File: src/inc/ums_params.svh
// Register offsets, field positions, reset values and widths of the modem status block
`ifndef UMS_PARAMS_SVH
`define UMS_PARAMS_SVH

`define UMS_ADDR_W 4
`define UMS_DATA_W 8

`define UMS_OFF_MCR 4'h4
`define UMS_OFF_MSR 4'h6
`define UMS_OFF_SPR 4'h7
`define UMS_OFF_DLL 4'h8
`define UMS_OFF_DLM 4'h9
`define UMS_OFF_MASK 4'hA
`define UMS_OFF_TXST 4'hB

`define UMS_MCR_DTR 0
`define UMS_MCR_RTS 1
`define UMS_MCR_OUT1 2
`define UMS_MCR_OUT2 3
`define UMS_MCR_LOOP 4
`define UMS_MCR_MASK 8'h1F

`define UMS_MSR_CTS 4
`define UMS_MSR_DSR 5
`define UMS_MSR_RI 6
`define UMS_MSR_CD 7

`define UMS_RST_MCR 8'h00
`define UMS_RST_SPR 8'hFF
`define UMS_RST_DLL 8'h01
`define UMS_RST_DLM 8'h00
`define UMS_RST_MASK 4'h0
`define UMS_RST_PINS 4'hF
`define UMS_READ_ZERO 8'h00
`define UMS_SETTLE_CNT 2'h3

`endif

File: src/inc/ums_pkg.sv
// Types shared by the modem status block
package ums_pkg;

  typedef enum logic [2:0] {
    UMS_TX_RUN = 3'b001,
    UMS_TX_DRAIN = 3'b010,
    UMS_TX_HALT = 3'b100
  } ums_tx_state_t;

endpackage

File: src/verilog/ums_core.sv
// Modem status, loopback mapping, scratch, baud divisor and interrupt pin of one UART channel
//
// Operation
// - Clear-to-send high halts transmit after current character; low resumes it.
// - Status bit 4 is inverted clear-to-send; in loopback the request-to-send control bit.
// - Status bit 5 is inverted data-set-ready; in loopback the terminal-ready control bit.
// - Status bit 6 is inverted ring indicator; in loopback control bit 2.
// - Status bit 7 is inverted carrier detect; in loopback control bit 3.
// - Eight-bit scratch register, freely written and read, affecting nothing else.
// - Baud divisor is sixteen bits: high byte register above low byte register.
// - Divisor bytes load 0x00/0x01 only at power-up; reset pin leaves them alone.
// - Reset clears the four change flags; upper status bits read zero until the second edge after release.
// - Under reset the interrupt pin floats with select low, drives low with select high.
// - Each handshake input stays readable in its status bit as a general input while loopback is off.
// - Loopback is active whenever control register bit 4 is set.
`timescale 1ns/1ps
`include "ums_params.svh"
module ums_core
  import ums_pkg::*;
(
  input wire logic clk, // Register clock, 250 MHz
  input wire logic rstn, // Reset pin, asynchronous, active low
  input wire logic por_n, // Power-up reset, asynchronous, active low
  input wire logic [`UMS_ADDR_W-1:0] addr, // Register address
  input wire logic [`UMS_DATA_W-1:0] wdata, // Write data
  input wire logic wr, // Write strobe
  input wire logic rd, // Read strobe
  output logic [`UMS_DATA_W-1:0] rdata, // Read data, cycle after rd
  input wire logic cts_n, // Clear-to-send pin, active low
  input wire logic dsr_n, // Data-set-ready pin, active low
  input wire logic ri_n, // Ring indicator pin, active low
  input wire logic cd_n, // Carrier detect pin, active low
  input wire logic irq_output_select, // Interrupt pin select strap
  output logic rts_n, // Request-to-send pin, active low
  output logic dtr_n, // Data-terminal-ready pin, active low
  output logic int_out, // Interrupt pin output value
  output logic int_oe, // Interrupt pin output enable
  output logic irq, // Level interrupt, internal
  output logic [15:0] divisor, // Baud divisor to the rate generator
  output logic loopback, // Loopback mode to the serial engine
  input wire logic tx_busy, // Serial engine is shifting a character
  input wire logic tx_req, // Serial engine wants to start a character
  output logic tx_go // Start permission for the next character
);

  logic [7:0] mcr_r;
  logic [7:0] spr_r;
  logic [7:0] dll_r;
  logic [7:0] dlm_r;
  logic [3:0] mask_r;
  logic [3:0] delta_r;
  logic [3:0] delta_nxt;
  logic [3:0] hi_prev_r;
  logic [3:0] hi_now;
  logic [3:0] pin_sync;
  logic [3:0] pin_hi;
  logic [3:0] loop_hi;
  logic [3:0] change;
  logic [3:0] w1c;
  logic [7:0] msr_val;
  logic [7:0] rdata_r;
  logic [7:0] rd_mux;
  logic sel_sync;
  logic sel_meta_r;
  logic sel_r;
  logic stop_req;
  logic tx_paused;
  logic wr_mcr;
  logic wr_msr;
  logic wr_spr;
  logic wr_dll;
  logic wr_dlm;
  logic wr_mask;
  logic [1:0] settle_r;
  logic settled;

  // Order: cd, ri, dsr, cts so that index i maps to status bit i+4
  ums_sync2 #(
    .W(4),
    .RST_VAL(`UMS_RST_PINS)
  ) u_pin_sync (
    .clk(clk),
    .rstn(rstn),
    .d({cd_n, ri_n, dsr_n, cts_n}),
    .q(pin_sync)
  );

  // Strap synchroniser has no reset: the pin must follow the strap while reset is held
  always_ff @(posedge clk)
  begin
    sel_meta_r <= irq_output_select;
    sel_r <= sel_meta_r;
  end
  assign sel_sync = sel_r;

  assign loopback = mcr_r[`UMS_MCR_LOOP];

  // Write enables decoded once; a write to an unmapped offset enables nothing
  always_comb
  begin
    wr_mcr = 1'b0;
    wr_msr = 1'b0;
    wr_spr = 1'b0;
    wr_dll = 1'b0;
    wr_dlm = 1'b0;
    wr_mask = 1'b0;
    if (wr)
    begin
      unique case (addr)
        `UMS_OFF_MCR: wr_mcr = 1'b1;
        `UMS_OFF_MSR: wr_msr = 1'b1;
        `UMS_OFF_SPR: wr_spr = 1'b1;
        `UMS_OFF_DLL: wr_dll = 1'b1;
        `UMS_OFF_DLM: wr_dlm = 1'b1;
        `UMS_OFF_MASK: wr_mask = 1'b1;
        default: wr_mask = 1'b0;
      endcase
    end
  end

  assign pin_hi = ~pin_sync;

  assign loop_hi = {mcr_r[`UMS_MCR_OUT2], mcr_r[`UMS_MCR_OUT1],
                    mcr_r[`UMS_MCR_DTR], mcr_r[`UMS_MCR_RTS]};

  always_comb
  begin
    hi_now = pin_hi;
    if (loopback)
      hi_now = loop_hi;
  end

  // Status byte: upper nibble bit by bit, lower nibble the change flags
  always_comb
  begin
    msr_val = 8'h00;
    msr_val[`UMS_MSR_CTS] = hi_now[0];
    msr_val[`UMS_MSR_DSR] = hi_now[1];
    msr_val[`UMS_MSR_RI] = hi_now[2];
    msr_val[`UMS_MSR_CD] = hi_now[3];
    msr_val[3:0] = delta_r;
  end

  // Synchronisers show idle for two edges after release; a pin already asserted
  // then would look like a change, so flags wait until the view has settled
  always_ff @(posedge clk or negedge rstn)
  begin
    if (!rstn)
      settle_r <= 2'h0;
    else if (settle_r != `UMS_SETTLE_CNT)
      settle_r <= settle_r + 2'h1;
  end

  assign settled = (settle_r == `UMS_SETTLE_CNT);

  // Ring flags only the end of ringing, the others any change
  assign change[0] = settled & (hi_now[0] ^ hi_prev_r[0]);
  assign change[1] = settled & (hi_now[1] ^ hi_prev_r[1]);
  assign change[2] = settled & hi_prev_r[2] & ~hi_now[2];
  assign change[3] = settled & (hi_now[3] ^ hi_prev_r[3]);

  always_ff @(posedge clk or negedge rstn)
  begin
    if (!rstn)
      hi_prev_r <= 4'h0;
    else
      hi_prev_r <= hi_now;
  end

  assign w1c = wr_msr ? wdata[3:0] : 4'h0;

  // Set beats clear so a change in the clearing cycle is kept
  always_comb
  begin
    delta_nxt = (delta_r & ~w1c) | change;
  end

  always_ff @(posedge clk or negedge rstn)
  begin
    if (!rstn)
      delta_r <= 4'h0;
    else
      delta_r <= delta_nxt;
  end

  always_ff @(posedge clk or negedge rstn)
  begin
    if (!rstn)
      mask_r <= `UMS_RST_MASK;
    else if (wr_mask)
      mask_r <= wdata[3:0];
  end

  assign irq = |(delta_r & mask_r);

  always_ff @(posedge clk or negedge rstn)
  begin
    if (!rstn)
      mcr_r <= `UMS_RST_MCR;
    else if (wr_mcr)
      mcr_r <= wdata & `UMS_MCR_MASK;
  end

  // In loopback the modem outputs rest inactive; the control bits go inward
  always_ff @(posedge clk or negedge rstn)
  begin
    if (!rstn)
      rts_n <= 1'b1;
    else
      rts_n <= ~(mcr_r[`UMS_MCR_RTS] & ~loopback);
  end

  always_ff @(posedge clk or negedge rstn)
  begin
    if (!rstn)
      dtr_n <= 1'b1;
    else
      dtr_n <= ~(mcr_r[`UMS_MCR_DTR] & ~loopback);
  end

  always_ff @(posedge clk or negedge rstn)
  begin
    if (!rstn)
      spr_r <= `UMS_RST_SPR;
    else if (wr_spr)
      spr_r <= wdata;
  end

  // Divisor is held only by the power-up reset
  always_ff @(posedge clk or negedge por_n)
  begin
    if (!por_n)
      dll_r <= `UMS_RST_DLL;
    else if (wr_dll)
      dll_r <= wdata;
  end

  always_ff @(posedge clk or negedge por_n)
  begin
    if (!por_n)
      dlm_r <= `UMS_RST_DLM;
    else if (wr_dlm)
      dlm_r <= wdata;
  end

  assign divisor = {dlm_r, dll_r};

  // Clear-to-send as seen by the transmitter follows the loopback mapping
  assign stop_req = ~hi_now[0];

  ums_tx_pacer u_pacer (
    .clk(clk),
    .rstn(rstn),
    .stop_req(stop_req),
    .tx_busy(tx_busy),
    .tx_req(tx_req),
    .tx_go(tx_go),
    .tx_paused(tx_paused)
  );

  // Pin enable: strap high forces drive, otherwise the output-enable bit.
  // No reset, so the strap decides under reset too; the enable is unknown
  // until three edges have passed after power-up.
  always_ff @(posedge clk)
  begin
    int_oe <= sel_sync | mcr_r[`UMS_MCR_OUT2];
  end

  // Value is low under reset so a driven pin shows no request
  always_ff @(posedge clk or negedge rstn)
  begin
    if (!rstn)
      int_out <= 1'b0;
    else
      int_out <= irq;
  end

  always_comb
  begin
    rd_mux = `UMS_READ_ZERO;
    unique case (addr)
      `UMS_OFF_MCR: rd_mux = mcr_r;
      `UMS_OFF_MSR: rd_mux = msr_val;
      `UMS_OFF_SPR: rd_mux = spr_r;
      `UMS_OFF_DLL: rd_mux = dll_r;
      `UMS_OFF_DLM: rd_mux = dlm_r;
      `UMS_OFF_MASK: rd_mux = {4'h0, mask_r};
      `UMS_OFF_TXST: rd_mux = {7'h00, tx_paused};
      default: rd_mux = `UMS_READ_ZERO;
    endcase
  end

  // Read data stand for exactly the cycle after the strobe
  always_ff @(posedge clk or negedge rstn)
  begin
    if (!rstn)
      rdata_r <= 8'h00;
    else if (rd)
      rdata_r <= rd_mux;
    else
      rdata_r <= 8'h00;
  end

  assign rdata = rdata_r;

endmodule

File: src/verilog/ums_sync2.sv
// Two-flop synchroniser for a group of asynchronous levels
`timescale 1ns/1ps
module ums_sync2 #(
  parameter int W = 4,
  parameter logic [W-1:0] RST_VAL = '0
) (
  input wire logic clk, // Register clock
  input wire logic rstn, // Asynchronous reset, active low
  input wire logic [W-1:0] d, // Asynchronous levels
  output logic [W-1:0] q // Synchronised levels
);

  logic [W-1:0] meta_r;

  // First stage feeds only the second stage
  always_ff @(posedge clk or negedge rstn)
  begin
    if (!rstn)
    begin
      meta_r <= RST_VAL;
      q <= RST_VAL;
    end
    else
    begin
      meta_r <= d;
      q <= meta_r;
    end
  end

endmodule

File: src/verilog/ums_tx_pacer.sv
// Transmit pacing on clear-to-send: lets a character finish, then holds off
`timescale 1ns/1ps
module ums_tx_pacer
  import ums_pkg::*;
(
  input wire logic clk, // Register clock
  input wire logic rstn, // Asynchronous reset, active low
  input wire logic stop_req, // High: peer asks the transmitter to stop
  input wire logic tx_busy, // Serial engine is shifting a character
  input wire logic tx_req, // Serial engine wants to start a character
  output logic tx_go, // Start permission for the next character
  output logic tx_paused // Transmitter is held off
);

  ums_tx_state_t state_r;
  ums_tx_state_t state_nxt;

  always_comb
  begin
    state_nxt = state_r;
    unique case (state_r)
      UMS_TX_RUN:
      begin
        if (stop_req && tx_busy)
          state_nxt = UMS_TX_DRAIN;
        else if (stop_req)
          state_nxt = UMS_TX_HALT;
      end
      UMS_TX_DRAIN:
      begin
        if (!stop_req)
          state_nxt = UMS_TX_RUN;
        else if (!tx_busy)
          state_nxt = UMS_TX_HALT;
      end
      UMS_TX_HALT:
      begin
        if (!stop_req)
          state_nxt = UMS_TX_RUN;
      end
      default:
        state_nxt = UMS_TX_RUN;
    endcase
  end

  always_ff @(posedge clk or negedge rstn)
  begin
    if (!rstn)
      state_r <= UMS_TX_RUN;
    else
      state_r <= state_nxt;
  end

  // A character in flight is never cut; only new starts are withheld
  assign tx_go = tx_req && (state_r == UMS_TX_RUN) && !stop_req;
  assign tx_paused = (state_r == UMS_TX_HALT);

endmodule
File: config.mk
export PLATFORM = sky130hd
export DESIGN_NAME = ums_core
export DESIGN_NICKNAME = d
export VERILOG_FILES = /design/src/inc/ums_pkg.sv /design/src/verilog/ums_core.sv /design/src/verilog/ums_sync2.sv /design/src/verilog/ums_tx_pacer.sv
export VERILOG_INCLUDE_DIRS = /design/src /design/src/inc
export SDC_FILE = /design/constraint.sdc
export NUM_CORES = 1
export LEC_CHECK = 0
export ABC_AREA = 0
export BUFFER_PORTS_ARGS = -buffer_cell sky130_fd_sc_hd__buf_2
export CAP_MARGIN = 25
export CORE_MARGIN = 2
export CORE_UTILIZATION = 45
export CTS_CLUSTER_DIAMETER = 80
export DETAILED_ROUTE_END_ITERATION = 6
export PLACE_DENSITY = 0.67
export SETUP_SLACK_MARGIN = 0.4
export SLEW_MARGIN = 40
export SYNTH_ARGS = -nofsm -noshare
export SYNTH_HDL_FRONTEND = slang
export SYNTH_SLANG_ARGS = --single-unit
File: constraint.sdc
create_clock -name clk -period 4.32 [get_ports clk]
set_clock_uncertainty 0.05 [all_clocks]
set_input_delay 0.864 -clock clk [delete_from_list [all_inputs] [get_ports clk]]
set_output_delay 0.864 -clock clk [all_outputs]
set_load 0.1 [all_outputs]
== Word level (Yosys, flattened, before mapping) ==
Index checks and enable logic that the tools add are counted.

* Reduce and logical (&&, ||, !) cells: 5
* Muxes and demuxes: 22
* Add/subtract/negate cells: 1
* Bitwise gates (word level): 21
* Eq/ne operators: 15

{| class="wikitable"
|+ Operators with widths
! kind !! count
|-
| case mux 8 bit (7 select lines) || 1
|-
| == test 4 bit (second input constant) || 4
|-
| 2-to-1 mux 3 bit || 5
|-
| == test 4 x 3 -> 1 bit (second input constant) || 3
|-
| 2-to-1 mux 1 bit || 12
|-
| case mux 3 bit (3 select lines) || 1
|-
| AND 4 bit || 2
|-
| 2-to-1 mux 4 bit || 2
|-
| 2-to-1 mux 8 bit || 1
|-
| inverter 4 bit || 2
|-
| AND 1 bit || 7
|-
| inverter 1 bit || 5
|-
| inequality test 2 bit (second input constant) || 2
|-
| OR 4 bit || 1
|-
| OR reduction 4 bit || 1
|-
| == test 3 x 1 -> 1 bit (second input constant) || 1
|-
| == test 3 x 2 -> 1 bit (second input constant) || 1
|-
| == test 3 bit (second input constant) || 1
|-
| logical AND 1 bit || 3
|-
| inequality test 3 x 2 -> 1 bit (second input constant) || 1
|-
| inequality test 3 bit (second input constant) || 1
|-
| AND reduction 3 bit || 1
|-
| XOR 1 bit || 3
|-
| adder 2 x 1 -> 2 bit (second input constant) || 1
|-
| other kinds (2) || 2
|}

* Bits in registers: 68
* Output and inout port bits: 31
* Logic and storage cells: 82

== Depth between registers and ports, before layout ==
* Depth after elaboration: 7
* Depth in mapped cells: 6
* Depth with buffers taken out: 5

== Modules after synthesis ==
A second synthesis with hierarchy kept.

* Cells, all modules: 215
* Area, all modules: 2886.5 sq um

{| class="wikitable"
|+ By module, submodules not included
! module !! cells an instance !! times used !! seq. area each (sq um) !! area each (sq um)
|-
| ums_core || 194 || 1 || 1425.1 || 2526.2
|-
| ums_sync2 || 8 || 1 || 210.2 || 210.2
|-
| ums_tx_pacer || 13 || 1 || 76.3 || 150.1
|}

== Worst setup path before layout ==
Ideal clock, no wire load.

* Kind: reg2out
* From: register mcr_r[4]
* To: output tx_go
* Cell stages (with the launch flop): 4
* Path slack: 0.786 ns
* Arrival time: 2.620 ns
* Cell sequence: dfrtp_1 buf_2 mux2i_2 nor2_1

* Word-level cells in the longest chain between the ends: 2

{| class="wikitable"
|+ RTL lines
! what !! line !! source
|-
| start, declared || ums_core.sv:46 || <nowiki>logic [7:0] mcr_r;</nowiki>
|-
| start signal, assigned || ums_core.sv:199 || <nowiki>mcr_r <= `UMS_RST_MCR;</nowiki>
|-
| start signal, assigned || ums_core.sv:201 || <nowiki>mcr_r <= wdata & `UMS_MCR_MASK;</nowiki>
|-
| 2-to-1 mux 4 bit || ums_core.sv:129 || <nowiki>if (loopback)</nowiki>
|-
| logical AND 1 bit || ums_tx_pacer.sv:55 || <nowiki>assign tx_go = tx_req && (state_r == UMS_TX_RUN) && !stop_req;</nowiki>
|-
| end, declared || ums_core.sv:43 || <nowiki>output logic tx_go</nowiki>
|}

Every way passes these cells.

== Final worst setup path ==
Same ends and word-level chain as after synthesis.

==> results.py <==
metrics = {
    "run_status": {
        "status": "finished clean",
    },
    "sta": {
        "min_period_ns": 2.65,
        "setup_ws_ns": 1.67,
        "worst-slew-pin-transition_ns": 0.658,
        "final_max_slew_viol_count": 0,
        "fin_setup_tns_ns": 0,
        "hold_violations": 0,
        "finalCritPeriodShare": 0.613,
        "finalSetupViolCount": 0,
        "max_slew_margin": 0.558,
        "fmax_mhz": 378,
        "rsz0062_at_grt": "no",
        "whs_ns": 0.278,
    },
    "clocking": {
        "clk_pin_slew_worst_paths_ns": 0.07,
        "clk_latency_ns": 0.34,
        "numCtsBuffers": 9,
        "ctsResizeCount": 0,
        "root_buffer": "clkbuf_8",
        "htreeDepth": 3,
        "clock-sinks": 68,
        "clk_path_buf_depth": 2,
        "cts_hold_buf": 0,
        "postCtsSetupBuffers": 0,
        "tritoncts": "done",
    },
    "global_route": {
        "grt_overflow": 0,
        "grt_max_degree": 50,
        "grt_antenna_before_repair": 0,
        "grt_pass1_wl_mm": 9.89,
        "grt_usage": 0.186,
        "first_global_vias": 1873,
    },
    "final_layout": {
        "area_delta_synth_final_pct": 19.3,
        "finalNetCount": 294,
        "drive_gt1_frac": 0.489,
        "final_cell_mix": "54 x buf_2, 45 x dfrtp_1, 35 x mux2_2",
        "final_common_cell": "buf_2",
        "diodes": 0,
    },
    "placement": {
        "port-buffer-count": 54,
        "place_ws_ns": 1.80,
        "hpwl_mm": 4.22,
        "place_congestion": 0.779,
    },
    "setup_path": {
        "crit_path_max_fanout": 11,
        "worstSetupEndpointType": "primary output",
        "cp.arrival_ns": 1.73,
        "crit_type": "flip-flop to primary output",
        "cp.buffers_inverters": 1,
        "crit_family": "flip-flops",
        "reg2reg_slack_ns": 2.58,
        "path_cells": "mux2i_2, nor2_1, buf_2",
        "cp-start-kind": "flip-flop",
        "cp_slowest_stage_delay_ns": 0.58,
        "worstPathRequired_ns": 3.41,
        "slowest_stage": "dfrtp_1",
    },
    "synthesis": {
        "netlist-cell-type-count": 47,
        "synth_seq_cells": 68,
        "syn_area_mm2": 0.00287,
        "synth-edff-count": 0,
        "yosysWarnings": 0,
        "syn_nets": 236,
        "synthArstFlopShare": 0.956,
        "yosysSeqAreaShare": 0.597,
        "ys.flop_type": "dfrtp_1",
        "syn_area_per_cell_um2": 13.6,
        "syn-instance-count": 211,
    },
    "floorplanning": {
        "boundaryPins": 55,
        "fp.coreArea_mm2": 0.00624,
        "die_h_um": 83.8,
        "dieArea_mm2": 0.00702,
        "initial_core_util": 0.459,
        "fp.dieW_um": 83.8,
        "row_count": 29,
    },
    "flow_run": {
        "cap_viol_max_count": 0,
    },
    "drt": {
        "wl_met3_um": 290,
        "detailedRoute.firstPassIterationCount": 4,
        "wl_met1_mm": 2.80,
        "vias_per_cell": 5.41,
        "met2_length_mm": 2.83,
        "wirelength_mm": 6.04,
        "routedWlPerCell_um": 17.2,
        "dr.first_iter.drc_count": 182,
        "vias": 1898,
        "top_layer": "met4",
        "drc": 0,
        "drtAntennaViolNets": 0,
    },
    "hold_path": {
        "hold_path.class": "flip-flop to flip-flop",
    },
    "pwr": {
        "peakVddDrop_v": 0.000453,
        "leakage_nw": 1.52,
        "p_per_area_mw_per_mm2": 634,
    },
}
[cell usage after synthesis (2+ instances only)]
library cell | count | area share
buf_4 | 2 | 0.0052
nor2b_1 | 2 | 0.0044
a221o_1 | 2 | 0.0070
nand2b_1 | 4 | 0.0087
o21ai_0 | 4 | 0.0070
buf_6 | 4 | 0.016
a21oi_1 | 6 | 0.010
a22o_1 | 5 | 0.015
inv_1 | 5 | 0.0066
a222oi_1 | 2 | 0.0070
and2_1 | 2 | 0.0044
a32oi_1 | 4 | 0.012
dfrtp_1 | 45 | 0.39
a211oi_1 | 2 | 0.0052
dfstp_2 | 20 | 0.18
mux2i_1 | 3 | 0.010
xnor2_1 | 3 | 0.0092
mux2_2 | 35 | 0.14
and3_1 | 3 | 0.0066
nand2_1 | 11 | 0.014
a22oi_1 | 6 | 0.016
buf_2 | 2 | 0.0035
dfxtp_1 | 3 | 0.021
nor2_1 | 11 | 0.014
xor2_1 | 2 | 0.0061
o2bb2ai_1 | 2 | 0.0061
[worst reg2reg max path: stages, from the launching register on]
cell	delay (ns)
dfrtp_1	0.58
mux2i_2	0.42
inv_1	0.14
a222oi_1	0.32
nor2_1	0.07
[logic make-up after synthesis]
group / share of synthesized area
flops: 0.597
fa+ha+maj: 0.00437
xor+xnor: 0.0153
buf+inv: 0.0310
mux: 0.162
compound gates: 0.0965
simple gates: 0.0935
[per-stage QoR]
stage / power, mW / area [µm²] / util / instances
6_report: 2.17 / 3420 / 0.548 / 351
5_1_grt: 2.25 / 3420 / 0.548 / 351
4_1_cts: 2.18 / 3420 / 0.548 / 351
3_5_place_dp: 1.53 / 3170 / 0.508 / 335
3_3_place_gp: 1.53 / 3170 / 0.508 / 335
2_1_floorplan: 1.40 / 2870 / - / 211
[per-layer routing]
layer | GRT usage | up-vias
li1 | - | 876
met1 | 0.265 | 962
met5 | 0 | -
met3 | 0.0445 | 10
met4 | 0.0865 | 0
met2 | 0.268 | 50
[power by group]
part | internal [mW] | switching [mW]
Sequential | 0.767 | 0.0811
Combinational | 0.156 | 0.515
Clock | 0.414 | 0.232
Total | 1.34 | 0.828
[sequential cells by signal, indices dropped and copies added, names as in the netlist, 2 cells and up]
| signal | cells |
|---|---|
| spr_r | 8 |
| u_pin_sync.q | 4 |
| dlm_r | 8 |
| hi_prev_r | 4 |
| u_pacer.state_r | 3 |
| dll_r | 8 |
| delta_r | 4 |
| mask_r | 4 |
| u_pin_sync.meta_r | 4 |
| mcr_r | 5 |
| settle_r | 2 |
| rdata | 8 |
[layout make-up]
cell class | instances | area [µm²]
flip-flops and latches | 68 | 1710
repair buffers | 55 | 278
multi-input cells | 130 | 1060
fillers | 529 | 2820
clock buffers | 12 | 155
well taps | 77 | 96.3
clock inverters | 4 | 95.1
inverters | 5 | 18.8
[worst paths after layout]
kind,start,endpoint,cells after the start
min in group asynchronous,por_n,dll_r[3],1
setup reg to reg,mcr_r[4],rdata[4],4
hold / removal,sel_meta_r,sel_r,0
hold reg to reg,sel_meta_r,sel_r,0
max in group asynchronous,rstn,rdata[3],2
setup / recovery,mcr_r[4],tx_go,3
Note: power is estimated with default switching activity, not from simulation.
